File: config.mk
export PLATFORM = sky130hd
export DESIGN_NAME = cgr_smbus_regs
export DESIGN_NICKNAME = d
export VERILOG_FILES = /design/src/core/cgr_pkg.sv /design/src/core/cgr_reg_if.sv /design/src/core/cgr_reg_bank.sv /design/src/core/cgr_smbus_regs.sv
export SDC_FILE = /design/constraint.sdc
export NUM_CORES = 1
export LEC_CHECK = 0
export BUFFER_PORTS_ARGS = -buffer_cell sky130_fd_sc_hd__buf_2
export CAP_MARGIN = 25
export CORE_UTILIZATION = 55
export CTS_BUF_LIST = sky130_fd_sc_hd__clkbuf_8
export CTS_CLUSTER_SIZE = 40
export DETAILED_ROUTE_END_ITERATION = 6
export PLACE_DENSITY = 0.81
export SLEW_MARGIN = 20
export SYNTH_ARGS = -nofsm -noshare
export SYNTH_HDL_FRONTEND = slang
export SYNTH_SLANG_ARGS = --single-unit
File: constraint.sdc
create_clock -name ref_clk_in -period 5.62 [get_ports ref_clk_in]
set_input_delay 0.562 -clock ref_clk_in [delete_from_list [all_inputs] [get_ports ref_clk_in]]
set_output_delay 0.562 -clock ref_clk_in [all_outputs]
set_load 0.1 [all_outputs]
File: src/core/cgr_pkg.sv
// Constants of the clock generator configuration register bank.
// Assumes a single 100 MHz register clock; the serial link is sampled, not clocked.
package cgr_pkg;

  // Register indices
  localparam logic [7:0] CGR_IDX_SPREAD     = 8'h01;
  localparam logic [7:0] CGR_IDX_EDGE_RATE  = 8'h02;
  localparam logic [7:0] CGR_IDX_REF_CTRL   = 8'h03;
  localparam logic [7:0] CGR_IDX_UNUSED     = 8'h04;
  localparam logic [7:0] CGR_IDX_REVISION   = 8'h05;
  localparam logic [7:0] CGR_IDX_FAMILY     = 8'h06;
  localparam logic [7:0] CGR_IDX_READ_LEN   = 8'h07;
  localparam logic [7:0] CGR_NUM_IDX        = 8'h08;

  // Writable bits per byte, byte 7 in the top lane down to byte 0
  localparam logic [63:0] CGR_WR_MASK = 64'h1f00_0000_f0dd_3b00;
  // Reset values per byte, reserved defaults included
  localparam logic [63:0] CGR_RST_VAL = 64'h0800_0000_5cdd_0600;

  // Field positions in byte 1
  localparam int CGR_B1_STRAP_LSB  = 6;
  localparam int CGR_B1_OVERRIDE   = 5;
  localparam int CGR_B1_SW_LSB     = 3;
  localparam int CGR_B1_AMP_LSB    = 0;
  // Field positions in byte 3
  localparam int CGR_B3_EDGE_LSB   = 6;
  localparam int CGR_B3_WAKE       = 5;
  localparam int CGR_B3_REF_OE     = 4;
  // Field width in byte 7
  localparam int CGR_B7_LEN_BITS   = 5;

  // Strap readback codes
  localparam logic [1:0] CGR_STRAP_LOW  = 2'h0;
  localparam logic [1:0] CGR_STRAP_MID  = 2'h1;
  localparam logic [1:0] CGR_STRAP_HIGH = 2'h3;

  // Bit counter marks
  localparam logic [3:0] CGR_BIT_LAST = 4'h8;
  localparam logic [3:0] CGR_BIT_ACK  = 4'h9;

  typedef enum logic [2:0] {
    CGR_ST_IDLE  = 3'h0,
    CGR_ST_ADDR  = 3'h1,
    CGR_ST_INDEX = 3'h2,
    CGR_ST_COUNT = 3'h3,
    CGR_ST_WDATA = 3'h4,
    CGR_ST_RDATA = 3'h5
  } cgr_state_e;

endpackage

File: src/core/cgr_reg_if.sv
// Carrier between the serial engine and the register storage.
// Assumes both ends run on the same register clock.
`timescale 1ns/1ns
interface cgr_reg_if;
  import cgr_pkg::*;
  logic        wr_stb;
  logic [7:0]  wr_index;
  logic [7:0]  wr_data;
  logic [7:0]  rd_index;
  logic [7:0]  rd_data;
  logic [1:0]  strap_code;
  logic [63:0] image;

  modport engine (output wr_stb, output wr_index, output wr_data, output rd_index,
                  output strap_code, input rd_data, input image);
  modport bank   (input wr_stb, input wr_index, input wr_data, input rd_index,
                  input strap_code, output rd_data, output image);
endinterface // cgr_reg_if

File: src/core/cgr_reg_bank.sv
// Register storage: eight byte entries with write masks and fixed read values.
// Assumes write strobes arrive as one-cycle pulses from the serial engine.
`timescale 1ns/1ns
module cgr_reg_bank import cgr_pkg::*; #(
  parameter logic [7:0] REV_BYTE    = 8'h00,
  parameter logic [7:0] FAMILY_BYTE = 8'h00
) (
  input wire logic  clk_in,
  input wire logic  reset_n_in,
  cgr_reg_if.bank   bus
);

  logic [63:0] fixed_val;

  // Read-only content: reserved defaults, identity bytes, strap readback
  assign fixed_val = CGR_RST_VAL | {8'h00, FAMILY_BYTE, REV_BYTE, 40'h0}
                   | {48'h0, bus.strap_code, 6'h00, 8'h00};

  // One masked storage byte per index
  for (genvar i = 0; i < 8; i++) begin : g_byte
    logic [7:0] byte_q;
    localparam logic [7:0] MASK = CGR_WR_MASK[i*8 +: 8];
    always_ff @(posedge clk_in or negedge reset_n_in) begin
      if (!reset_n_in) begin
        byte_q <= CGR_RST_VAL[i*8 +: 8];
      end else if (bus.wr_stb && bus.wr_index == 8'(i)) begin
        byte_q <= (byte_q & ~MASK) | (bus.wr_data & MASK);
      end
    end
    assign bus.image[i*8 +: 8] = (byte_q & MASK) | (fixed_val[i*8 +: 8] & ~MASK);
  end

  // Read port; indices past the table read zero
  assign bus.rd_data = (bus.rd_index < CGR_NUM_IDX) ? bus.image[bus.rd_index[2:0]*8 +: 8]
                                                      : 8'h00;

  AST_RO_IDENT: assert property (@(posedge clk_in) disable iff (!reset_n_in)
    bus.image[55:40] == {FAMILY_BYTE, REV_BYTE})
    else $error("Identity bytes changed");
  AST_RSVD_BITS: assert property (@(posedge clk_in) disable iff (!reset_n_in)
    bus.wr_stb |=> (bus.image[15:8] & 8'h04) == 8'h04 && (bus.image[23:16] & 8'h22) == 8'h00
                   && bus.image[39:32] == 8'h00 && bus.image[63:61] == 3'h0
                   && (bus.image[31:24] & 8'h0c) == 8'h0c && bus.image[7:0] == 8'h00)
    else $error("Reserved bits disturbed by a write");

endmodule // cgr_reg_bank

File: src/core/cgr_smbus_regs.sv
// Serial-managed configuration block of a differential clock generator.
// Assumes the serial clock and data pins and the straps are asynchronous to ref_clk_in.
// Notes on behaviour
// - Byte 1 bits 7:6 read latched spread strap: 00 low, 01 mid, 11 high.
// - Byte 1 bit 5 override, default 0, makes bits 4:3 pick spread.
// - Software spread code: 00 off, 01 -0.25%, 10 reserved, 11 -0.5%.
// - With override clear the stored software spread field has no effect.
// - Byte 1 bits 1:0 select amplitude 0.55/0.65/0.7/0.8V, reset 10.
// - Byte 2 holds per-output edge-rate bits, default 1; bits 5,1 reserved.
// - Edge-rate bit 0 means slow, 1 means fast.
// - Byte 3 bits 7:6 pick reference edge rate, reset 01.
// - Byte 3 bit 5 keeps reference running in power down, default off.
// - Byte 3 bit 4 clear forces reference low; default 1.
// - Byte 5 read-only: revision nibble high, maker nibble low.
// - Byte 6 read-only: two-bit family type, six-bit part code.
// - Byte 7 bits 4:0 set block read length, reset 8.
// - Block write: index, count, then bytes stored in turn, each acknowledged.
// - Block read: count first, then bytes; host nacks then stops.
`timescale 1ns/1ns
module cgr_smbus_regs import cgr_pkg::*; #(
  parameter logic [6:0] SLAVE_ADDR  = 7'h2a,  // Arbitrary default
  parameter logic [3:0] REV_CODE    = 4'h5,   // Arbitrary value
  parameter logic [3:0] MAKER_CODE  = 4'h9,   // Arbitrary value
  parameter logic [1:0] FAMILY_TYPE = 2'h2,   // Arbitrary value
  parameter logic [5:0] PART_CODE   = 6'h2d   // Arbitrary value
) (
  input  wire logic       ref_clk_in,
  input  wire logic       reset_n_in,
  input  wire logic       power_good_down_n_in,
  input  wire logic [1:0] spread_strap_in,
  input  wire logic       smbus_clk_in,
  input  wire logic       smbus_data_in,
  output logic            smbus_data_out,
  output logic            smbus_data_oe_out,
  output logic [1:0]      spread_select_out,
  output logic [1:0]      amplitude_sel_out,
  output logic [5:0]      edge_rate_out,
  output logic [1:0]      ref_edge_rate_out,
  output logic            ref_run_out
);

  cgr_reg_if rif ();

  logic       scl_meta_q, scl_sync_q, scl_prev_q;
  logic       sda_meta_q, sda_sync_q, sda_prev_q;
  logic       pg_meta_q, pg_sync_q, pg_prev_q;
  logic [1:0] strap_meta_q, strap_sync_q;
  logic [1:0] strap_code_q;
  logic       scl_rise, scl_fall, start_det, stop_det;
  cgr_state_e st_q;
  logic [3:0] bit_cnt_q;
  logic [7:0] rx_q, tx_q, idx_q, remain_q;
  logic       read_q, host_nack_q, oe_q, sda_o_q;
  logic       wr_stb_q;
  logic [7:0] wr_index_q, wr_data_q;
  logic [7:0] b1, b2, b3;

  // Two-stage synchronisers for every asynchronous input
  always_ff @(posedge ref_clk_in or negedge reset_n_in) begin
    if (!reset_n_in) begin
      scl_meta_q   <= 1'b1;
      scl_sync_q   <= 1'b1;
      scl_prev_q   <= 1'b1;
      sda_meta_q   <= 1'b1;
      sda_sync_q   <= 1'b1;
      sda_prev_q   <= 1'b1;
      pg_meta_q    <= 1'b0;
      pg_sync_q    <= 1'b0;
      pg_prev_q    <= 1'b0;
      strap_meta_q <= 2'h0;
      strap_sync_q <= 2'h0;
    end else begin
      scl_meta_q   <= smbus_clk_in;
      scl_sync_q   <= scl_meta_q;
      scl_prev_q   <= scl_sync_q;
      sda_meta_q   <= smbus_data_in;
      sda_sync_q   <= sda_meta_q;
      sda_prev_q   <= sda_sync_q;
      pg_meta_q    <= power_good_down_n_in;
      pg_sync_q    <= pg_meta_q;
      pg_prev_q    <= pg_sync_q;
      strap_meta_q <= spread_strap_in;
      strap_sync_q <= strap_meta_q;
    end
  end

  // Link events found from the sampled pins
  assign scl_rise  = scl_sync_q & ~scl_prev_q;
  assign scl_fall  = ~scl_sync_q & scl_prev_q;
  assign start_det = scl_sync_q & scl_prev_q & sda_prev_q & ~sda_sync_q;
  assign stop_det  = scl_sync_q & scl_prev_q & ~sda_prev_q & sda_sync_q;

  // Strap level caught on each rise of power good, coded for readback
  always_ff @(posedge ref_clk_in or negedge reset_n_in) begin
    if (!reset_n_in) begin
      strap_code_q <= CGR_STRAP_LOW;
    end else if (pg_sync_q && !pg_prev_q) begin
      unique case (strap_sync_q)
        2'h0:    strap_code_q <= CGR_STRAP_LOW;
        2'h1:    strap_code_q <= CGR_STRAP_MID;
        default: strap_code_q <= CGR_STRAP_HIGH;
      endcase
    end
  end

  // Serial byte engine: address, index, count, write data and read data
  always_ff @(posedge ref_clk_in or negedge reset_n_in) begin
    if (!reset_n_in) begin
      st_q        <= CGR_ST_IDLE;
      bit_cnt_q   <= 4'h0;
      rx_q        <= 8'h00;
      tx_q        <= 8'h00;
      idx_q       <= 8'h00;
      remain_q    <= 8'h00;
      read_q      <= 1'b0;
      host_nack_q <= 1'b0;
      oe_q        <= 1'b0;
    end else if (start_det) begin
      st_q      <= CGR_ST_ADDR;
      bit_cnt_q <= 4'h0;
      oe_q      <= 1'b0;
    end else if (stop_det) begin
      st_q <= CGR_ST_IDLE;
      oe_q <= 1'b0;
    end else if (scl_rise && st_q != CGR_ST_IDLE) begin
      if (bit_cnt_q < CGR_BIT_LAST) begin
        bit_cnt_q <= bit_cnt_q + 4'h1;
        if (st_q != CGR_ST_RDATA) begin
          rx_q <= {rx_q[6:0], sda_sync_q};
        end
      end else if (bit_cnt_q == CGR_BIT_ACK && st_q == CGR_ST_RDATA) begin
        host_nack_q <= sda_sync_q;
      end
    end else if (scl_fall && st_q != CGR_ST_IDLE) begin
      if (st_q == CGR_ST_RDATA) begin
        if (bit_cnt_q < CGR_BIT_LAST && bit_cnt_q != 4'h0) begin
          oe_q <= ~tx_q[3'(4'h7 - bit_cnt_q)];
        end else if (bit_cnt_q == CGR_BIT_LAST) begin
          oe_q      <= 1'b0;                                     // Release for host ack
          bit_cnt_q <= CGR_BIT_ACK;
        end else if (bit_cnt_q == CGR_BIT_ACK) begin
          if (host_nack_q) begin
            st_q <= CGR_ST_IDLE;
          end else begin
            tx_q      <= (remain_q != 8'h00) ? rif.rd_data : 8'hff;
            oe_q      <= (remain_q != 8'h00) ? ~rif.rd_data[7] : 1'b0;
            idx_q     <= idx_q + 8'h01;
            remain_q  <= (remain_q != 8'h00) ? remain_q - 8'h01 : 8'h00;
            bit_cnt_q <= 4'h0;
          end
        end
      end else if (bit_cnt_q == CGR_BIT_LAST) begin
        bit_cnt_q <= CGR_BIT_ACK;
        unique case (st_q)
          CGR_ST_ADDR: begin
            if (rx_q[7:1] == SLAVE_ADDR) begin
              oe_q   <= 1'b1;
              read_q <= rx_q[0];
            end else begin
              st_q <= CGR_ST_IDLE;                               // Not our address
            end
          end
          CGR_ST_INDEX: begin
            oe_q  <= 1'b1;
            idx_q <= rx_q;
          end
          CGR_ST_COUNT: begin
            oe_q     <= 1'b1;
            remain_q <= rx_q;
          end
          CGR_ST_WDATA: begin
            oe_q <= (remain_q != 8'h00);
            if (remain_q != 8'h00) begin
              idx_q    <= idx_q + 8'h01;
              remain_q <= remain_q - 8'h01;
            end
          end
          default: st_q <= CGR_ST_IDLE;
        endcase
      end else if (bit_cnt_q == CGR_BIT_ACK) begin
        oe_q      <= 1'b0;
        bit_cnt_q <= 4'h0;
        unique case (st_q)
          CGR_ST_ADDR: begin
            if (read_q) begin
              st_q     <= CGR_ST_RDATA;
              tx_q     <= {3'h0, b1_len()};
              oe_q     <= 1'b1;                                  // Count MSB is always 0
              remain_q <= {3'h0, b1_len()};
            end else begin
              st_q <= CGR_ST_INDEX;
            end
          end
          CGR_ST_INDEX: st_q <= CGR_ST_COUNT;
          CGR_ST_COUNT: st_q <= CGR_ST_WDATA;
          CGR_ST_WDATA: st_q <= CGR_ST_WDATA;
          default:      st_q <= CGR_ST_IDLE;
        endcase
      end
    end
  end

  // Byte count field of byte 7
  function automatic logic [CGR_B7_LEN_BITS-1:0] b1_len();
    b1_len = rif.image[CGR_IDX_READ_LEN[2:0]*8 +: CGR_B7_LEN_BITS];
  endfunction

  // One-cycle write strobe on the ack of each counted data byte
  always_ff @(posedge ref_clk_in or negedge reset_n_in) begin
    if (!reset_n_in) begin
      wr_stb_q   <= 1'b0;
      wr_index_q <= 8'h00;
      wr_data_q  <= 8'h00;
    end else begin
      wr_stb_q <= scl_fall && !start_det && !stop_det && st_q == CGR_ST_WDATA
                  && bit_cnt_q == CGR_BIT_LAST && remain_q != 8'h00;
      wr_index_q <= idx_q;
      wr_data_q  <= rx_q;
    end
  end

  // Open-drain data: output level held low, enable pulls the line
  always_ff @(posedge ref_clk_in or negedge reset_n_in) begin
    if (!reset_n_in) begin
      sda_o_q <= 1'b0;
    end else begin
      sda_o_q <= 1'b0;
    end
  end

  assign smbus_data_out    = sda_o_q;
  assign smbus_data_oe_out = oe_q;

  assign rif.wr_stb     = wr_stb_q;
  assign rif.wr_index   = wr_index_q;
  assign rif.wr_data    = wr_data_q;
  assign rif.rd_index   = idx_q;
  assign rif.strap_code = strap_code_q;

  cgr_reg_bank #(
    .REV_BYTE    ({REV_CODE, MAKER_CODE}),
    .FAMILY_BYTE ({FAMILY_TYPE, PART_CODE})
  ) u_bank (
    .clk_in     (ref_clk_in),
    .reset_n_in (reset_n_in),
    .bus        (rif.bank)
  );

  assign b1 = rif.image[15:8];
  assign b2 = rif.image[23:16];
  assign b3 = rif.image[31:24];

  // Registered control outputs toward the analog sections
  always_ff @(posedge ref_clk_in or negedge reset_n_in) begin
    if (!reset_n_in) begin
      spread_select_out <= CGR_STRAP_LOW;
      amplitude_sel_out <= CGR_RST_VAL[9:8];
      edge_rate_out     <= 6'h3f;
      ref_edge_rate_out <= CGR_RST_VAL[31:30];
      ref_run_out       <= 1'b0;
    end else begin
      spread_select_out <= b1[CGR_B1_OVERRIDE] ? b1[CGR_B1_SW_LSB +: 2]
                                               : strap_code_q;
      amplitude_sel_out <= b1[CGR_B1_AMP_LSB +: 2];
      edge_rate_out     <= {b2[7:6], b2[4:2], b2[0]};
      ref_edge_rate_out <= b3[CGR_B3_EDGE_LSB +: 2];
      ref_run_out       <= b3[CGR_B3_REF_OE]
                           & (pg_sync_q | b3[CGR_B3_WAKE]);
    end
  end

  // Last stored index within the current frame, kept only for the write order check;
  // a new start forgets it so that each block write begins its own sequence
  logic       wr_seen_q;
  logic [7:0] wr_last_q;
  always_ff @(posedge ref_clk_in or negedge reset_n_in) begin
    if (!reset_n_in) begin
      wr_seen_q <= 1'b0;
      wr_last_q <= 8'h00;
    end else if (start_det) begin
      wr_seen_q <= 1'b0;
    end else if (wr_stb_q) begin
      wr_seen_q <= 1'b1;
      wr_last_q <= wr_index_q;
    end
  end

  AST_STRAP_CODE: assert property (@(posedge ref_clk_in) disable iff (!reset_n_in)
    strap_code_q != 2'h2 && rif.image[15:14] == strap_code_q)
    else $error("Strap readback code illegal");
  AST_SW_OVERRIDE: assert property (@(posedge ref_clk_in) disable iff (!reset_n_in)
    b1[CGR_B1_OVERRIDE] |=> spread_select_out == $past(b1[4:3]))
    else $error("Software spread not applied under override");
  AST_SW_IGNORED: assert property (@(posedge ref_clk_in) disable iff (!reset_n_in)
    !b1[CGR_B1_OVERRIDE] |=> spread_select_out == $past(strap_code_q))
    else $error("Software spread leaked without override");
  AST_AMPLITUDE: assert property (@(posedge ref_clk_in) disable iff (!reset_n_in)
    ##1 amplitude_sel_out == $past(b1[1:0]))
    else $error("Amplitude output does not follow byte 1");
  AST_EDGE_MAP: assert property (@(posedge ref_clk_in) disable iff (!reset_n_in)
    ##1 edge_rate_out[5] == $past(b2[7]) && edge_rate_out[3] == $past(b2[4])
        && edge_rate_out[0] == $past(b2[0]))
    else $error("Edge-rate bit mapping wrong");
  AST_REF_EDGE: assert property (@(posedge ref_clk_in) disable iff (!reset_n_in)
    ##1 ref_edge_rate_out == $past(b3[7:6]))
    else $error("Reference edge rate wrong");
  AST_REF_PD: assert property (@(posedge ref_clk_in) disable iff (!reset_n_in)
    (!pg_sync_q && !b3[CGR_B3_WAKE]) |=> !ref_run_out)
    else $error("Reference runs in power down without wake");
  AST_REF_OE: assert property (@(posedge ref_clk_in) disable iff (!reset_n_in)
    !b3[CGR_B3_REF_OE] |=> !ref_run_out)
    else $error("Reference not held low while disabled");
  AST_WRITE_ORDER: assert property (@(posedge ref_clk_in) disable iff (!reset_n_in)
    (wr_stb_q && wr_seen_q) |-> wr_index_q == wr_last_q + 8'h01)
    else $error("Block write index did not advance");
  AST_WRITE_IN_FRAME: assert property (@(posedge ref_clk_in) disable iff (!reset_n_in)
    wr_stb_q |-> st_q == CGR_ST_WDATA && bit_cnt_q == CGR_BIT_ACK)
    else $error("Write strobe outside a counted data byte");
  AST_STRAP_LATCH: assert property (@(posedge ref_clk_in) disable iff (!reset_n_in)
    (pg_sync_q && !pg_prev_q) |=> strap_code_q == ($past(strap_sync_q[1]) ? CGR_STRAP_HIGH
                                                   : $past(strap_sync_q)))
    else $error("Strap level not latched on power good");
  AST_READ_PAST_COUNT: assert property (@(posedge ref_clk_in) disable iff (!reset_n_in)
    (st_q == CGR_ST_RDATA && scl_fall && !start_det && !stop_det && bit_cnt_q == CGR_BIT_ACK
     && !host_nack_q && remain_q == 8'h00) |=> tx_q == 8'hff && !oe_q)
    else $error("Read past the byte count did not return ff");
  AST_READ_COUNT: assert property (@(posedge ref_clk_in) disable iff (!reset_n_in)
    (st_q == CGR_ST_ADDR && read_q && bit_cnt_q == CGR_BIT_ACK && scl_fall
     && !start_det && !stop_det) |=> tx_q == {3'h0, $past(b1_len())} && st_q == CGR_ST_RDATA)
    else $error("Block read did not open with the byte count");

endmodule // cgr_smbus_regs

==> flow_summary.yaml, run 1 <==
global_routing:
  grt_pass1_vias: 3828
  grt_usage_pct: 25.7
  overflow: 0
  antenna_found_initial: 0
  grt_pass1_wl_mm: 19.6
  grt_max_degree: 67
power_and_ir_drop:
  vdd_ir_drop_max_uv: 155
  power.leakage_nw: 2.42
  powerDensity_nw_per_um2: 266
  power.total_mw: 1.49
synth:
  synthesis.area_um2: 5270
  syn_inst: 486
  synth.distinct_cells: 73
  ys_ff_latch: 107
  ys_seq_area_share_pct: 51.3
  ys_warn_count: 0
  syn_avg_cell_area_um2: 10.9
  synthFlopType: "dfrtp_1"
  async_reset_ff_share_pct: 100
  synth_edf_count: 0
  syn_nets: 500
placement:
  dp_hpwl_mm: 8.14
  place_area_um2: 5410
  io_buffers: 20
  gp_congestion: 0.936
setup_path:
  critPathKind: "reg -> reg"
  r2r_start: "bit_cnt_q[0]"
  timing.rr.end: "st_q[1]"
  cp_slowest_stage_delay_ns: 0.94
  cp.required_ns: 5.93
  crit_path_start_kind: "register"
  path_max_fanout: 21
  cp.arrival_ns: 3.23
  slowest_stage: "nor4b_4"
  worstPathCellList: "nor4b_4 -> o22ai_2 -> or4_4 -> or3_1 -> a21oi_1"
  r2r_slack_ns: 2.69
  reg2reg_depth: 5
  endpoint_kind: "register"
  startpoint: "bit_cnt_q[0]"
hold_path:
  hp-class: "in -> async"
status:
  outcome: "completed"
cells_and_area:
  antennaDiodeCount: 0
  regArea_um2: 2710
  drive_above_1_share_pct: 22.8
  layout_common_cells: "dfrtp_1 (83), o21ai_0 (38), mux2_2 (36)"
  design_area_um2: 5620
  nets: 504
  multiInputGateArea_um2: 2390
  nFillCells: 789
  layout_commonest_cell: "dfrtp_1"
  area_growth_pct: 6.50
die:
  initial_core_util_pct: 56.8
  die_area_um2: 9980
  io_pins: 22
  die_y_um: 99.9
  num_rows: 35
  coreArea_um2: 9280
  die_x_um: 99.9
cts:
  cts.sinks: 107
  post_cts_resized: 0
  cts_buffers: 9
  cts_setup_buffers: 0
  clock_latency_ns: 0.40
  clkSlewWorstSetupHoldPaths_ns: 0.10
  cts_tree: "yes"
  clock_path_buffers: 2
  holdBufCountCts: 0
  cts-root-buf: "clkbuf_8"
  htree_levels: 3
sta:
  hold_violations: 0
  layout_min_cycle_time_ns: 2.93
  relSlewSlack_pct: 34.4
  rsz0062_at_grt: "false"
  fin_worst_skew_ns: 0.0148
  finalCritPeriodShare_pct: 52.1
  setup_tns_ns: 0
  worst_pin_slew_ns: 0.980
  slew_viol_final: 0
  setup_viol: 0
  max_freq_mhz: 341
routing:
  wl_per_cell_um: 18.8
  drtIter0Drc: 428
  avgViaCountPerCell: 6.37
  first_pass_iters: 6
  num_vias: 3975
  drcViolationCount: 0
  drtAntennaViolNets: 0
  totalWireLength_mm: 11.7
flow_run:
  drv_cap: 0
per-layer routing:
metal  vias up  global-route usage (%)  part of all wire, %
met5         -                       0                    0
met4         0                    8.94                  1.7
met3        22                    7.24                  6.4
met2       151                    41.1                   48
met1      1990                    33.8                   44
li1       1812                       -                    -
cell usage after synthesis (9+ instances only):
library cell / count / area [um2]
clkbuf_1: 16 / 60.1
o21ai_0: 38 / 190
nor3_1: 18 / 90.1
nor2b_1: 12 / 75.1
nand3_1: 18 / 90.1
a21oi_1: 18 / 90.1
mux2_2: 36 / 405
inv_1: 10 / 37.5
nand2_1: 31 / 116
dfstp_2: 24 / 631
dfrtp_1: 83 / 2080
nand2b_1: 9 / 56.3
nor2_1: 22 / 82.6
critical path, delay by kind of cell (launching register included):
kind	cells	cell delay, ns
flip-flops	1	0.56
AND/OR/NAND/NOR	3	1.90
AO/OA/AOI/OAI	2	0.37
per-stage QoR:
step           hold WS (ns)  std cells  util, %  setup WS (ns)
4_1_cts               0.154        623     60.4           2.68
3_3_place_gp          0.343        607     58.2           2.87
6_report              0.142        624     60.5           2.69
2_1_floorplan         0.266        486        -           3.30
5_1_grt               0.184        624     60.5           2.53
3_5_place_dp          0.337        607     58.3           2.74
kinds of logic (layout without fill, tap and decap cells):
kind of cell | after synthesis | count (layout) | share of synthesized area [%]
AND/OR/NAND/NOR | 160 | 160 | 17.6
AO/OA/AOI/OAI | 128 | 128 | 16.3
flip-flops | 107 | 107 | 51.3
multiplexers | 42 | 42 | 9.35
buffers and inverters | 39 | 48 | 3.37
adder cells (fa/ha/maj) | 7 | 7 | 1.66
XOR/XNOR | 2 | 2 | 0.332
other | 1 | 1 | 0.0711
worst max path at each step:
| stage | end | slack (ns) | cells after the start |
|---|---|---|---|
| 2_1_floorplan | remain_q[0] | 3.30 | 8 |
| 3_3_place_gp | st_q[1] | 2.87 | 5 |
| 3_5_place_dp | st_q[1] | 2.74 | 5 |
| 4_1_cts | st_q[1] | 2.68 | 5 |
| 5_1_grt | st_q[1] | 2.53 | 5 |
| 6_report | st_q[1] | 2.69 | 5 |
layout make-up:
class / instances / share of cell area (%)
Multi-Input combinational cell: 340 / 42.6
Timing Repair Buffer: 22 / 2.09
Clock buffer: 9 / 2.21
Clock inverter: 7 / 1.34
Inverter: 10 / 0.668
Tap cell: 129 / 2.87
Sequential cell: 107 / 48.2
power by group:
part	total (mW)	internal (mW)	switching, mW
clock network	0.487	0.210	0.277
registers	0.861	0.803	0.0580
logic	0.145	0.0580	0.0867
total	1.49	1.07	0.422
flip-flops by register name, summed over array words and instances (netlist names), 2 cells and up:
| signal | count |
|---|---|
| st_q | 3 |
| remain_q | 8 |
| u_bank.g_byte.byte_q | 20 |
| edge_rate_out | 6 |
| amplitude_sel_out | 2 |
| bit_cnt_q | 4 |
| rx_q | 8 |
| idx_q | 8 |
| spread_select_out | 2 |
| rif.wr_data | 8 |
| tx_q | 8 |
| ref_edge_rate_out | 2 |
| rif.wr_index | 8 |
| strap_sync_q | 2 |
| rif.strap_code | 2 |
| strap_meta_q | 2 |
Note: power is estimated with default switching activity, not from simulation.
==> inputs of run 2 (changes only) <==
- clock period: 5.62 -> 3.1 ns (I/O delays scaled with it)
==> run 2 against run 1 <==
- the flow now finishes with violations (hold timing)
- first-iteration DRC count shrank 20%
- sequential share of layout area decreased by 0.81 points
- sequential power grew 81%
- cell count increased by 1.9%
- clock power rose by 76%
- core utilization is 1.0 points higher
- global-route usage shrank 0.38 points
==> flow_summary.yaml, run 2 (same netlist as run 1, synthesis figures left out) <==
status:
  outcome: "finished with violations"
  violations: "hold timing"
routing:
  avgViaCountPerCell: 6.42
  drcViolationCount: 0
  drtIter0Drc: 343
  totalWireLength_mm: 11.9
  num_vias: 4083
  first_pass_iters: 7
  wl_per_cell_um: 18.7
  drtAntennaViolNets: 0
placement:
  gp_congestion: 0.919
  io_buffers: 20
  place_area_um2: 5510
  dp_hpwl_mm: 8.34
hold_path:
  hp-class: "in -> async"
setup_path:
  cp.arrival_ns: 2.97
  crit_path_start_kind: "register"
  cp.required_ns: 3.36
  path_max_fanout: 12
  critPathKind: "reg -> reg"
  endpoint_kind: "register"
power_and_ir_drop:
  power.leakage_nw: 2.48
  powerDensity_nw_per_um2: 469
  vdd_ir_drop_max_uv: 233
sta:
  setup_tns_ns: 0
  setup_viol: 0
  relSlewSlack_pct: 47.9
  slew_viol_final: 0
  rsz0062_at_grt: "false"
  hold_violations: 27
  fin_worst_skew_ns: 0.0114
  max_freq_mhz: 369
  layout_min_cycle_time_ns: 2.71
  finalCritPeriodShare_pct: 87.4
  holdWs_ns: -0.0424
  worst_pin_slew_ns: 0.776
cells_and_area:
  design_area_um2: 5710
  top_register: "u_bank.g_byte.byte_q"
  layout_commonest_cell: "dfrtp_1"
  antennaDiodeCount: 0
  largest_reg_flops: 20
  nFillCells: 779
  layout_common_cells: "dfrtp_1 (83), o21ai_0 (38), mux2_2 (36)"
  drive_above_1_share_pct: 24.7
  nets: 516
  area_growth_pct: 8.33
die:
  initial_core_util_pct: 56.8
  die_y_um: 99.9
  die_x_um: 99.9
  num_rows: 35
  io_pins: 22
  coreArea_um2: 9280
  die_area_um2: 9980
cts:
  clock_path_buffers: 2
  cts_tree: "yes"
  cts_setup_buffers: 0
  clkSlewWorstSetupHoldPaths_ns: 0.11
  cts_buffers: 9
  cts.sinks: 107
  post_cts_resized: 0
  holdBufCountCts: 0
  htree_levels: 3
  cts-root-buf: "clkbuf_8"
  clock_latency_ns: 0.38
global_routing:
  grt_pass1_wl_mm: 19.4
  grt_max_degree: 108
  antenna_found_initial: 0
  grt_pass1_vias: 3756
  grt_usage_pct: 25.3
  overflow: 0
flow_run:
  drv_cap: 0
-- run 2: path summary, 6_finish.rpt --
| path | start | endpoint | slack (ns) | depth (start not counted) |
|---|---|---|---|---|
| min in group ref_clk_in | smbus_clk_in | scl_meta_q | 0.02 | 1 |
| max in group asynchronous | reset_n_in | sda_prev_q | 2.70 | 2 |
| worst min register to register | pg_meta_q | pg_sync_q | 0.36 | 0 |
| worst min-delay path | reset_n_in | strap_meta_q[0] | -0.04 | 2 |
| worst max-delay path | bit_cnt_q[0] | remain_q[1] | 0.39 | 5 |
| worst max register to register | bit_cnt_q[0] | remain_q[1] | 0.39 | 5 |
-- run 2: metal layers --
| layer | GRT usage (%) | share of wire (%) |
|---|---|---|
| met5 | 0 | 0 |
| met1 | 35.4 | 45 |
| met3 | 4.46 | 5.6 |
| met2 | 39.9 | 47 |
| met4 | 9.05 | 2.6 |
-- run 2: final cells by class --
type	instances	area [um2]	area share, %
Inverter	10	37.5	0.657
Multi-Input combinational cell	340	2390	41.8
Clock inverter	6	62.6	1.10
Timing Repair Buffer	34	218	3.81
Sequential cell	107	2710	47.4
Tap cell	129	161	2.83
Clock buffer	10	138	2.41
-- run 2: critical path: stages (launching register included) --
cell,delay (ns)
dfrtp_1,0.56
or4b_1,0.80
nor3b_2,0.33
a221o_2,0.28
and2_1,0.27
mux2_1,0.35
-- run 2: where the power goes --
part	leakage (nW)	total (mW)	internal [mW]	switching [mW]
clock	0.103	0.855	0.337	0.518
sequential	1.37	1.56	1.46	0.106
combinational	1.01	0.263	0.107	0.156
-- run 2: per-stage QoR --
| step | setup WS [ns] | hold slack (ns) | power, mW | utilization (%) | std cells |
|---|---|---|---|---|---|
| 3_3_place_gp | 0.454 | 0.339 | 1.83 | 59.3 | 619 |
| 3_5_place_dp | 0.395 | 0.348 | 1.85 | 59.4 | 620 |
| 4_1_cts | 0.381 | 0.0114 | 2.70 | 61.5 | 636 |
| 2_1_floorplan | 0.777 | 0.0144 | 1.76 | - | 486 |
| 6_report | 0.390 | -0.0424 | 2.68 | 61.5 | 636 |
| 5_1_grt | 0.231 | 0.00287 | 2.79 | 61.5 | 636 |
